**config.mk**
```make
export PLATFORM = sky130hd
export DESIGN_NAME = dual_clock_ddr_fifo_ports
export DESIGN_NICKNAME = d
export VERILOG_FILES = /design/src/design/ddr_fifo_pkg.sv /design/src/design/dual_clock_ddr_fifo_ports.sv
export SDC_FILE = /design/constraint.sdc
export NUM_CORES = 1
export LEC_CHECK = 0
export BUFFER_PORTS_ARGS = -buffer_cell sky130_fd_sc_hd__buf_2
export CORE_MARGIN = 5
export CORE_UTILIZATION = 29
export DETAILED_ROUTE_END_ITERATION = 7
export PLACE_DENSITY = 0.48
export SYNTH_ARGS = -nofsm -noshare
export SYNTH_HDL_FRONTEND = slang
export SYNTH_SLANG_ARGS = --single-unit
```
**constraint.sdc**
```tcl
create_clock -name core_clk -period 9.2 [get_ports core_clk]
set_input_delay 1.84 -clock core_clk [delete_from_list [all_inputs] [get_ports core_clk]]
set_output_delay 1.84 -clock core_clk [all_outputs]
set_load 0.1 [all_outputs]
```
**src/design/ddr_fifo_pkg.sv**
```systemverilog
// constants shared by the dual-clock fifo port logic
// assumes one core clock samples every outside clock as a level
package ddr_fifo_pkg;
   localparam int DATA_W = 40;
   localparam int DEPTH = 32;
   localparam int PTR_W = 5;
   localparam int CNT_W = 6;
   localparam int OFS_W = 5;
   localparam int OFS_BITS = 10;
   localparam logic [OFS_W-1:0] PAE_OFS_RST = 5'h04;
   localparam logic [OFS_W-1:0] PAF_OFS_RST = 5'h04;
   localparam logic [CNT_W-1:0] CNT_ZERO = 6'h00;
   localparam logic [CNT_W-1:0] CNT_FULL = 6'h20;
   localparam logic [DATA_W-1:0] DATA_ZERO = 40'h00_0000_0000;
   localparam logic [3:0] OFS_IDX_ZERO = 4'h0;
   localparam logic [3:0] OFS_IDX_LAST = 4'h9;
   localparam int FLAG_STAGES = 2;
   localparam int FALL_EDGES = 3;
   localparam real SCLK_MAX_MHZ = 10.0;
   typedef enum logic [1:0] {
      FT_EMPTY = 2'b00,
      FT_WAIT1 = 2'b01,
      FT_WAIT2 = 2'b10,
      FT_VALID = 2'b11
   } fall_state_t;
endpackage

```
**src/design/dual_clock_ddr_fifo_ports.sv**
```systemverilog
// dual-clock fifo port control, offset serial interface and output enable
// assumes wr/rd/serial clocks are slow pins sampled by core_clk at 250 MHz
`timescale 1ns/1ps
// What this block does
// - sdr write: store one word per rising wclk with enable and select low
// - ddr write: store on both wclk edges, qualified at rising edge
// - stopped wclk freezes full and almost-full flags
// - accepted words go to consecutive locations independent of reads
// - write enable high at rising wclk stores nothing on that edge or the next fall
// - standard mode: full low when full, released two wclk after read
// - fall-through: input-ready high when full, low two wclk after read
// - writes ignored while memory full
// - sdr read: one word per rising rclk with enable and select low
// - ddr read: words on both rclk edges, qualified at rising edge
// - stopped rclk freezes empty and almost-empty flags
// - standard mode: rising rclk with enable and select low, not empty loads next output word
// - read enable high at rising rclk holds output register through the next fall, except the fall-through first-word load on the third rclk rise
// - standard: every word requested, empty low at end, reads ignored
// - fall-through: first word shown on third rclk rise after write
// - fall-through: true read after last word sets output-ready high
// - serial enable low shifts one offset bit per sclk rise
// - serial enable high leaves offsets unchanged
// - readout enable low shifts offset bits out per sclk rise
// - each new readout starts at first offset bit
// - output enable high floats outputs, low drives output register if chip select was low at last rclk rise
// - during reset only output enable controls float, not chip select
// - fall-through select sampled during master reset
// - data-rate selects latched during master reset
// - fall-through used only with single data rate
// - full and input-ready pass two register stages on wclk rises
module dual_clock_ddr_fifo_ports
   import ddr_fifo_pkg::*;
(
   input wire logic core_clk,
   input wire logic reset_n,
   input wire logic clk_en,
   input wire logic master_reset_n,
   input wire logic partial_reset_n,
   input wire logic fall_through_sel,
   input wire logic wr_single_rate_sel,
   input wire logic rd_single_rate_sel,
   input wire logic wr_clk,
   input wire logic wr_en_n,
   input wire logic wr_chip_select_n,
   input wire logic [ddr_fifo_pkg::DATA_W-1:0] wr_data,
   input wire logic rd_clk,
   input wire logic rd_en_n,
   input wire logic rd_chip_select_n,
   input wire logic out_enable_n,
   output logic [ddr_fifo_pkg::DATA_W-1:0] read_data_out,
   output logic read_data_oe,
   output logic full_n,
   output logic almost_full_n,
   output logic empty_n,
   output logic almost_empty_n,
   input wire logic ser_clk,
   input wire logic ser_in,
   input wire logic offset_load_enable_n,
   input wire logic offset_readout_enable_n,
   output logic ser_out
);
   import ddr_fifo_pkg::*;

   // three-stage samplers; change counts when stages two and three agree
   logic [2:0] wclk_s_ff, rclk_s_ff, sclk_s_ff, mrs_s_ff, prs_s_ff;
   logic [2:0] wen_s_ff, wcs_s_ff, ren_s_ff, rcs_s_ff, sen_s_ff, offset_readout_enable_n_s_ff, si_s_ff;
   logic [DATA_W-1:0] wdat_s1_ff, wdat_s2_ff, wdat_s3_ff;

   always_ff @(posedge core_clk or negedge reset_n) begin
      if (!reset_n) begin
         wclk_s_ff <= 3'h0;
         rclk_s_ff <= 3'h0;
         sclk_s_ff <= 3'h0;
         mrs_s_ff <= 3'h0;
         prs_s_ff <= 3'h7;
         wen_s_ff <= 3'h7;
         wcs_s_ff <= 3'h7;
         ren_s_ff <= 3'h7;
         rcs_s_ff <= 3'h7;
         sen_s_ff <= 3'h7;
         offset_readout_enable_n_s_ff <= 3'h7;
         si_s_ff <= 3'h0;
         wdat_s1_ff <= DATA_ZERO;
         wdat_s2_ff <= DATA_ZERO;
         wdat_s3_ff <= DATA_ZERO;
      end else if (clk_en) begin
         wclk_s_ff <= {wclk_s_ff[1:0], wr_clk};
         rclk_s_ff <= {rclk_s_ff[1:0], rd_clk};
         sclk_s_ff <= {sclk_s_ff[1:0], ser_clk};
         mrs_s_ff <= {mrs_s_ff[1:0], master_reset_n};
         prs_s_ff <= {prs_s_ff[1:0], partial_reset_n};
         wen_s_ff <= {wen_s_ff[1:0], wr_en_n};
         wcs_s_ff <= {wcs_s_ff[1:0], wr_chip_select_n};
         ren_s_ff <= {ren_s_ff[1:0], rd_en_n};
         rcs_s_ff <= {rcs_s_ff[1:0], rd_chip_select_n};
         sen_s_ff <= {sen_s_ff[1:0], offset_load_enable_n};
         offset_readout_enable_n_s_ff <= {offset_readout_enable_n_s_ff[1:0], offset_readout_enable_n};
         si_s_ff <= {si_s_ff[1:0], ser_in};
         wdat_s1_ff <= wr_data;
         wdat_s2_ff <= wdat_s1_ff;
         wdat_s3_ff <= wdat_s2_ff;
      end
   end

   // edges: stage two and three agreeing after a change of stage three
   logic wclk_lvl_ff, rclk_lvl_ff, sclk_lvl_ff;
   wire wclk_agree = (wclk_s_ff[1] == wclk_s_ff[2]);
   wire rclk_agree = (rclk_s_ff[1] == rclk_s_ff[2]);
   wire sclk_agree = (sclk_s_ff[1] == sclk_s_ff[2]);
   wire wclk_rise = wclk_agree && wclk_s_ff[2] && !wclk_lvl_ff;
   wire wclk_fall = wclk_agree && !wclk_s_ff[2] && wclk_lvl_ff;
   wire rclk_rise = rclk_agree && rclk_s_ff[2] && !rclk_lvl_ff;
   wire rclk_fall = rclk_agree && !rclk_s_ff[2] && rclk_lvl_ff;
   wire sclk_rise = sclk_agree && sclk_s_ff[2] && !sclk_lvl_ff;
   wire in_master_rst = !mrs_s_ff[2];
   wire in_reset = !mrs_s_ff[2] || !prs_s_ff[2];

   always_ff @(posedge core_clk or negedge reset_n) begin
      if (!reset_n) begin
         wclk_lvl_ff <= 1'b0;
         rclk_lvl_ff <= 1'b0;
         sclk_lvl_ff <= 1'b0;
      end else if (clk_en) begin
         if (wclk_agree) wclk_lvl_ff <= wclk_s_ff[2];
         if (rclk_agree) rclk_lvl_ff <= rclk_s_ff[2];
         if (sclk_agree) sclk_lvl_ff <= sclk_s_ff[2];
      end
   end

   // static configuration caught while master reset stands
   logic fall_through_sel_ff, wddr_ff, rddr_ff;
   always_ff @(posedge core_clk or negedge reset_n) begin
      if (!reset_n) begin
         fall_through_sel_ff <= 1'b0;
         wddr_ff <= 1'b0;
         rddr_ff <= 1'b0;
      end else if (clk_en && in_master_rst) begin
         fall_through_sel_ff <= fall_through_sel;
         wddr_ff <= wr_single_rate_sel && !fall_through_sel;
         rddr_ff <= rd_single_rate_sel && !fall_through_sel;
      end
   end

   // write side; qualify captured at rising edge, reused at falling edge
   logic wr_qual_ff;
   logic [CNT_W-1:0] fill_level;
   wire mem_full = (fill_level == CNT_FULL);
   wire wr_qual_now = !wen_s_ff[2] && !wcs_s_ff[2];
   wire wr_rise_go = wclk_rise && wr_qual_now;
   wire wr_fall_go = wclk_fall && wddr_ff && wr_qual_ff;
   wire wr_push = (wr_rise_go || wr_fall_go) && !mem_full && !in_reset;

   always_ff @(posedge core_clk or negedge reset_n) begin
      if (!reset_n) wr_qual_ff <= 1'b0;
      else if (clk_en && wclk_rise) wr_qual_ff <= wr_qual_now;
   end

   // storage and pointers, shared in core_clk since both clocks are sampled
   logic [DATA_W-1:0] head_word;
   logic [DATA_W-1:0] out_reg_ff;
   fall_state_t ft_ff, nxt_ft;
   logic rd_qual_ff;

   wire mem_empty = (fill_level == CNT_ZERO);
   wire rd_qual_now = !ren_s_ff[2] && !rcs_s_ff[2];
   wire rd_edge_go = (rclk_rise && rd_qual_now)
      || (rclk_fall && rddr_ff && rd_qual_ff);
   wire ft_load = fall_through_sel_ff && rclk_rise && (ft_ff == FT_WAIT2) && !mem_empty;
   wire ft_true_read = fall_through_sel_ff && (ft_ff == FT_VALID) && rclk_rise && rd_qual_now;
   wire std_pop = !fall_through_sel_ff && rd_edge_go && !mem_empty;
   wire ft_pop = ft_true_read && !mem_empty;
   wire rd_pop = (std_pop || ft_pop || ft_load) && !in_reset;

   always_ff @(posedge core_clk or negedge reset_n) begin
      if (!reset_n) rd_qual_ff <= 1'b0;
      else if (clk_en && rclk_rise) rd_qual_ff <= rd_qual_now;
   end

   // pushes and pops are already gated by full, empty and reset
   word_fifo #(
      .WIDTH(DATA_W),
      .DEPTH(DEPTH)
   ) i_word_fifo (
      .clk(core_clk),
      .rst_n(reset_n),
      .clk_en(clk_en),
      .flush(in_reset),
      .in_valid(wr_push),
      .in_ready(),
      .in_data(wdat_s3_ff),
      .out_valid(),
      .out_ready(rd_pop),
      .out_data(head_word),
      .level(fill_level)
   );

   // output register: loads on pop, clears during reset, holds otherwise
   always_ff @(posedge core_clk or negedge reset_n) begin
      if (!reset_n) out_reg_ff <= DATA_ZERO;
      else if (clk_en) begin
         if (in_reset) out_reg_ff <= DATA_ZERO;
         else if (rd_pop) out_reg_ff <= head_word;
      end
   end

   // fall-through pipeline: word appears on third rclk rise after write
   always_comb begin
      nxt_ft = ft_ff;
      case (ft_ff)
         FT_EMPTY: if (rclk_rise && !mem_empty) nxt_ft = FT_WAIT1;
         FT_WAIT1: if (rclk_rise) nxt_ft = FT_WAIT2;
         FT_WAIT2: if (ft_load) nxt_ft = FT_VALID;
         FT_VALID: if (ft_true_read && mem_empty) nxt_ft = FT_EMPTY;
         default: nxt_ft = FT_EMPTY;
      endcase
   end

   always_ff @(posedge core_clk or negedge reset_n) begin
      if (!reset_n) ft_ff <= FT_EMPTY;
      else if (clk_en) ft_ff <= in_reset ? FT_EMPTY : nxt_ft;
   end

   // flags: full/ready through two stages on wclk rises, empty on rclk rises
   logic [FLAG_STAGES-1:0] full_pipe_ff;
   logic paf_ff, empty_ff, pae_ff;
   logic [OFS_BITS-1:0] ofs_ff;
   wire [OFS_W-1:0] pae_ofs = ofs_ff[OFS_W-1:0];
   wire [OFS_W-1:0] paf_ofs = ofs_ff[OFS_BITS-1:OFS_W];
   wire full_now = mem_full;
   wire paf_now = (fill_level >= (CNT_FULL - {1'b0, paf_ofs}));
   wire pae_now = (fill_level <= {1'b0, pae_ofs});
   wire empty_now = fall_through_sel_ff ? (nxt_ft != FT_VALID) : mem_empty;

   always_ff @(posedge core_clk or negedge reset_n) begin
      if (!reset_n) begin
         full_pipe_ff <= '0;
         paf_ff <= 1'b0;
         empty_ff <= 1'b1;
         pae_ff <= 1'b1;
      end else if (clk_en) begin
         if (in_reset) begin
            full_pipe_ff <= '0;
            paf_ff <= 1'b0;
            empty_ff <= 1'b1;
            pae_ff <= 1'b1;
         end else begin
            if (wclk_rise) begin
               full_pipe_ff <= {full_pipe_ff[0], full_now};
               paf_ff <= paf_now;
            end
            if (rclk_rise) begin
               empty_ff <= empty_now;
               pae_ff <= pae_now;
            end
         end
      end
   end

   // standard: full low active; fall-through: ready high when full
   wire full_seen = full_pipe_ff[FLAG_STAGES-1];
   assign full_n = fall_through_sel_ff ? full_seen : !full_seen;
   assign almost_full_n = !paf_ff;
   assign empty_n = fall_through_sel_ff ? empty_ff : !empty_ff;
   assign almost_empty_n = !pae_ff;

   // offset shift register and readout
   logic [3:0] rd_idx_ff;
   logic offset_readout_enable_n_prev_ff, ser_out_ff;
   wire load_go = sclk_rise && !sen_s_ff[2];
   wire readout_go = sclk_rise && !offset_readout_enable_n_s_ff[2];
   wire readout_start = !offset_readout_enable_n_s_ff[2] && offset_readout_enable_n_prev_ff;

   always_ff @(posedge core_clk or negedge reset_n) begin
      if (!reset_n) begin
         ofs_ff <= {PAF_OFS_RST, PAE_OFS_RST};
         rd_idx_ff <= OFS_IDX_ZERO;
         offset_readout_enable_n_prev_ff <= 1'b1;
         ser_out_ff <= 1'b0;
      end else if (clk_en) begin
         offset_readout_enable_n_prev_ff <= offset_readout_enable_n_s_ff[2];
         if (in_master_rst) ofs_ff <= {PAF_OFS_RST, PAE_OFS_RST};
         else if (load_go) ofs_ff <= {ofs_ff[OFS_BITS-2:0], si_s_ff[2]};
         if (readout_start) rd_idx_ff <= OFS_IDX_ZERO;
         else if (readout_go) begin
            ser_out_ff <= ofs_ff[rd_idx_ff];
            rd_idx_ff <= (rd_idx_ff == OFS_IDX_LAST) ? OFS_IDX_ZERO : rd_idx_ff + 1'b1;
         end
      end
   end
   assign ser_out = ser_out_ff;

   // output drive: chip select registered on rclk, ignored during reset
   logic rcs_drive_ff;
   always_ff @(posedge core_clk or negedge reset_n) begin
      if (!reset_n) rcs_drive_ff <= 1'b0;
      else if (clk_en && rclk_rise && !in_reset) rcs_drive_ff <= !rcs_s_ff[2];
   end
   assign read_data_out = out_reg_ff;
   assign read_data_oe = !out_enable_n && (in_reset || rcs_drive_ff);
endmodule

// word buffer: flop storage, index pointers, fill level
module word_fifo #(
   parameter int WIDTH = 40,
   parameter int DEPTH = 32
) (
   input wire logic clk,
   input wire logic rst_n,
   input wire logic clk_en,
   input wire logic flush,
   input wire logic in_valid,
   output logic in_ready,
   input wire logic [WIDTH-1:0] in_data,
   output logic out_valid,
   input wire logic out_ready,
   output logic [WIDTH-1:0] out_data,
   output logic [$clog2(DEPTH):0] level
);
   localparam int PW = $clog2(DEPTH);
   localparam logic [PW:0] LVL_FULL = (PW + 1)'(DEPTH);
   localparam logic [PW:0] LVL_ZERO = '0;
   logic [WIDTH-1:0] mem_ff [DEPTH];
   logic [PW-1:0] wptr_ff, rptr_ff;
   logic [PW:0] level_ff;
   wire push = in_valid && in_ready;
   wire pop = out_valid && out_ready;
   assign in_ready = (level_ff != LVL_FULL);
   assign out_valid = (level_ff != LVL_ZERO);
   assign out_data = mem_ff[rptr_ff];
   assign level = level_ff;

   always_ff @(posedge clk) begin
      if (clk_en && push) mem_ff[wptr_ff] <= in_data;
   end

   always_ff @(posedge clk or negedge rst_n) begin
      if (!rst_n) begin
         wptr_ff <= '0;
         rptr_ff <= '0;
         level_ff <= LVL_ZERO;
      end else if (clk_en) begin
         if (flush) begin
            wptr_ff <= '0;
            rptr_ff <= '0;
            level_ff <= LVL_ZERO;
         end else begin
            if (push) wptr_ff <= wptr_ff + 1'b1;
            if (pop) rptr_ff <= rptr_ff + 1'b1;
            if (push && !pop) level_ff <= level_ff + 1'b1;
            else if (pop && !push) level_ff <= level_ff - 1'b1;
         end
      end
   end
endmodule

```
Word level (Yosys, flattened, before mapping)
Memory sizes are Yosys's and may differ from the RTL's.
Cells that the tools add are included.
Widths: inputs -> output; s select.
{"block": "op_classes", "n_reduce_logical": 100, "n_mux": 35, "order_cmp": 3, "addsub": 6, "n_bitwise": 1, "eq_ne": 11}
{"cell": "$mux 40", "count": 2}
{"cell": "$logic_and 1x1->1", "count": 47}
{"cell": "$logic_not 1->1", "count": 25}
{"cell": "$reduce_and 2->1", "count": 11}
{"cell": "$mux 10", "count": 2}
{"cell": "$mux 5", "count": 4}
{"cell": "$mux 6", "count": 3}
{"cell": "$mux 2", "count": 7}
{"cell": "$mux 1", "count": 12}
{"cell": "$mux 4", "count": 3}
{"cell": "$reduce_bool 2->1", "count": 6}
{"cell": "$add 5x1->5 const B", "count": 2}
{"cell": "$pmux 2 s4", "count": 1}
{"cell": "$add 6x1->6 const B", "count": 1}
{"cell": "$eq 6x6->1 const B", "count": 1}
{"cell": "$ge 6x6->1", "count": 1}
{"cell": "$le 6x5->1", "count": 1}
{"cell": "$logic_not 6->1", "count": 1}
{"cell": "$logic_or 1x1->1", "count": 6}
{"cell": "$ne 6x6->1 const B", "count": 1}
{"cell": "$reduce_bool 6->1", "count": 1}
{"cell": "$sub 6x1->6 const B", "count": 1}
{"cell": "$sub 6x5->6 const A", "count": 1}
{"cell": "$lt 4x5->1 const B", "count": 1}
{"cell": "other kinds (12)", "count": 15}
{"block": "totals", "mem_count": 1, "elab_cells": 194, "ram_bits": 1280, "regBits": 244}
{"memory": "i_word_fifo.mem_ff", "depth": 32, "width": 40, "rd": 1, "rd_clocked_by_memory_dff": 0, "write_ports": 1, "line_no": "dual_clock_ddr_fifo_ports.sv:322", "rtl": "logic [WIDTH-1:0] mem_ff [DEPTH];"}

Longest topological paths before layout
{"block": "depth", "depth_word": 16, "depth_mapped": 15, "depth_no_buf": 15}

Cells and area by module
Synthesis repeated with hierarchy kept, for this count alone.
{"block": "unflattened", "hier_cells": 2609, "hier_area_um2": 58912.8}
{"mod": "word_fifo", "n_inst": 1, "area_each_um2": 49633.9, "cells_per_inst": 1976}
{"mod": "dual_clock_ddr_fifo_ports", "n_inst": 1, "area_each_um2": 9278.9, "cells_per_inst": 633}

Worst setup path before layout
Ideal clock, no wire load.
{"block": "synth_timing", "path_kind": "input to output", "from": "input port out_enable_n", "to": "output port read_data_oe", "slack_ns": 4.267, "cell_stages": 1, "arrival_time_ns": 3.093, "path_cell_list": "nor2_1"}
{"block": "synth_between", "elab_chain_cells": 2}
{"element": "start: declaration", "line_no": "dual_clock_ddr_fifo_ports.sv:49", "rtl": "input wire logic out_enable_n,"}
{"element": "$logic_not 1->1", "line_no": "dual_clock_ddr_fifo_ports.sv:299", "rtl": "assign read_data_oe = !out_enable_n && (in_reset || rcs_drive_ff);"}
{"element": "$logic_and 1x1->1", "line_no": "dual_clock_ddr_fifo_ports.sv:299"}
{"element": "end: declaration", "line_no": "dual_clock_ddr_fifo_ports.sv:51", "rtl": "output logic read_data_oe,"}
No other way between the ends.

Worst setup path after layout
{"block": "layout_timing", "from": "input port clk_en", "to": "memory i_word_fifo.mem_ff[31][15], enable pin"}
{"block": "layout_between", "elab_chain_cells": 3}
{"element": "start: declaration", "line_no": "dual_clock_ddr_fifo_ports.sv:36", "rtl": "input wire logic clk_en,"}
{"element": "$logic_and 1x1->1", "line_no": "dual_clock_ddr_fifo_ports.sv:333", "rtl": "if (clk_en && push) mem_ff[wptr_ff] <= in_data;"}
{"element": "$mux 1", "line_no": "dual_clock_ddr_fifo_ports.sv:333"}
{"element": "$mux 1 (not written as such)", "line_no": "dual_clock_ddr_fifo_ports.sv:333"}
{"element": "end: declaration", "line_no": "dual_clock_ddr_fifo_ports.sv:322"}
No other way between the ends.

==> results by group <==
Run status
  • Status: complete, no violations

Global route
  • Initial antenna violation count: 25
  • Total gr overflow: 0
  • GRT Overall Usage: 14.5%
  • Largest net degree at the start of global routing: 123
  • Vias in the first global route: 28800
  • First-pass GRT wire length: 220 mm

Routing
  • DRT iter0 DRCs: 2633
  • Router iterations before antenna repair: 5
  • Via count: 27900
  • DRC violations left: 0
  • Via/cell ratio: 4.78
  • Post-route ant nets: 0
  • DR WL/cell: 26.3 um
  • Drt total wl: 154 mm

STA
  • Count of final setup violators: 0
  • Fin crit period: 4.42 ns
  • RSZ-0062 raised after global routing: false
  • Final Max Tran Viols: 0
  • Worst Clk Skew: 0.0451 ns
  • Fin crit share: 48.1%
  • Final number of hold-violating endpoints: 0
  • Slew at the pin closest to its max-slew limit: 1.17 ns
  • Fmax: 226 MHz
  • Worst Setup Slack, final: 4.78 ns
  • Slew headroom: 19.8%
  • Total Neg Setup Slack: 0 ns

Min path
  • Min-delay worst type: reg -> reg

Synth
  • Number of synthesized register bits: 1524
  • Synthesized Nets: 2899
  • Synthesized area per cell: 20.9 sq um
  • Synthesized area: 58700 sq um
  • Sequential fraction of the synthesis area: 75.9%
  • YS warnings: 0
  • Synth cell types: 62
  • Gate Count Post-Synth: 2810
  • Async SR Flop Fraction: 16.0%
  • Top FF cell, synth: edfxtp_1
  • Post-synth EDFFs: 1280

Floorplanning
  • Core Box Area: 202000 sq um
  • Initial Util: 29.1%
  • DIE HEIGHT: 460 um
  • Cell row count: 165
  • IO Pins: 105
  • Die X: 460 um
  • Die area: 212000 sq um

Power and ir drop
  • Power density over cell area: 225 nW/um^2
  • Worst VDD drop: 0.158 mV
  • Leakage power: 21.6 nW

Layout
  • Share of cells above drive strength 1: 32.4%
  • Non-Filler Instances: 5838
  • Most common cell after layout, fill and taps aside: edfxtp_1
  • Nets@finish: 3103
  • Most frequent cells in the layout: edfxtp_1 (1280), mux4_2 (322), dfrtp_1 (194)
  • Fillers: 19100
  • Area grow syn2layout: 16.3%

Setup path
  • Crit end category: flop
  • Reg2reg setup slack: 5.26 ns
  • Setup crit start kind: input port
  • Worst EP required: 9.61 ns
  • Type of the worst setup path: in -> reg
  • WP data arrival: 4.83 ns
  • CP max FO: 72

Placed design
  • IO buf count: 104
  • Hpwl dp: 91.9 mm
  • Place WS: 3.98 ns
  • Placed cells: 5515
  • Routability cong.: 0.751

Clocking
  • CTS tree: built
  • Cts bufs inserted: 169
  • Clock-pin slew on the worst setup and hold paths: 0.06 ns
  • Hold-fix buffers, CTS: 0
  • Post-cts repair resize count: 0
  • CTS Sinks: 1524
  • Post-CTS Setup Bufs: 0
  • H-tree depth: 4
  • Clock Tree Buf Depth: 3
  • CTS root buf: clkbuf_16
  • Clock Latency Late Sink: 0.81 ns

Job
  • Max_cap viols: 0
routing by layer:
metal / wire (um) / part of all wire [%] / GRT usage [%] / vias up
met5: 21 / 0.014 / 0 / -
met4: 5550 / 3.6 / 5.37 / 4
met3: 9410 / 6.1 / 3.50 / 238
met2: 72900 / 47 / 22.9 / 719
met1: 65700 / 43 / 19.4 / 15000
li1: - / - / - / 12000
stage by stage:
| step | util (%) | cell area, sq um | power, W | hold slack, ns |
|---|---|---|---|---|
| global placement | 31.1 | 62900 | 0.00902 | 0.456 |
| finish | 33.8 | 68300 | 0.0154 | 0.461 |
| CTS | 33.8 | 68300 | 0.0156 | 0.467 |
| detailed placement | 31.1 | 62900 | 0.00904 | 0.455 |
| floorplan | - | 58700 | 0.00855 | 0.441 |
| global route | 33.8 | 68300 | 0.0160 | 0.490 |
state kept, by name, indices dropped and copies added, names as in the netlist, 4 cells and up:
register,count
i_word_fifo.mem_ff,1280
i_word_fifo.wptr_ff,5
wdat_s2_ff,40
ofs_ff,10
wdat_s1_ff,40
i_word_fifo.level,6
i_word_fifo.rptr_ff,5
read_data_out,40
wdat_s3_ff,40
rd_idx_ff,4
where the power goes:
part | leakage (nW) | switching (W) | internal [W]
Combinational | 4.48 | 0.000425 | 0.000185
Clock | 2.61 | 0.00280 | 0.00373
Sequential | 14.5 | 0.000336 | 0.00791
Total | 21.6 | 0.00356 | 0.0118
final timing paths:
path / start / depth (start not counted) / end
worst max-delay path: clk_en / 6 / i_word_fifo.mem_ff[31][15]
worst min-delay path: read_data_out[15] / 2 / read_data_out[15]
worst max register to register: i_word_fifo.rptr_ff[0] / 6 / read_data_out[32]
worst min register to register: read_data_out[15] / 2 / read_data_out[15]
max in group asynchronous: reset_n / 3 / wdat_s3_ff[12]
min in group asynchronous: reset_n / 1 / wdat_s3_ff[24]
final cells by class:
class	count	area (sq um)	share of cell area, %
Timing Repair Buffer	180	1160	1.70
Sequential cell	1524	44600	65.3
Tap cell	2672	3340	4.90
Clock inverter	81	801	1.17
Clock buffer	235	4600	6.73
Antenna cell	7	17.5	0.0256
Inverter	26	97.6	0.143
Multi-Input combinational cell	1113	13700	20.0
worst max-delay path: stages:
cell,delay [ns]
buf_8,0.39
nand2_2,0.22
nor2_1,0.48
nand2_1,0.74
nor2_4,0.48
buf_4,0.53
Yosys cell counts, types with 2 or more instances:
library cell / count / area [sq um]
a21o_1: 3 / 22.5
a21oi_1: 10 / 50.1
a22o_1: 11 / 96.3
a22oi_1: 81 / 608
a22oi_2: 40 / 500
a31oi_1: 3 / 18.8
and2_1: 3 / 18.8
and4_1: 2 / 17.5
buf_1: 15 / 56.3
buf_2: 48 / 240
buf_4: 4 / 30.0
buf_6: 5 / 56.3
clkbuf_1: 75 / 282
dfrtp_1: 218 / 5460
dfstp_2: 26 / 683
edfxtp_1: 1280 / 38400
ha_1: 29 / 363
inv_1: 26 / 97.6
mux2_2: 154 / 1730
mux2i_1: 81 / 811
mux4_2: 322 / 7250
nand2_1: 125 / 469
nand2b_1: 8 / 50.1
nand3_1: 6 / 30.0
nand3b_1: 3 / 22.5
nand4_1: 2 / 12.5
nor2_1: 51 / 191
nor2b_1: 7 / 43.8
nor3_1: 5 / 25.0
o211ai_1: 6 / 45.0
o21a_1: 2 / 15.0
o21ai_0: 108 / 541
o31a_1: 2 / 17.5
o31ai_1: 6 / 45.0
or3_1: 3 / 18.8
or3b_2: 2 / 17.5
xnor2_1: 5 / 43.8
xor2_1: 9 / 78.8
cells by family after synthesis:
group                    synth area share, %
flip-flops                              75.9
multiplexers                            16.7
AO/OA/AOI/OAI                           3.50
AND/OR/NAND/NOR                         1.77
buffers and inverters                   1.30
adder cells (fa/ha/maj)                0.652
XOR/XNOR                               0.209
Note: power is estimated with default switching activity, not from simulation.
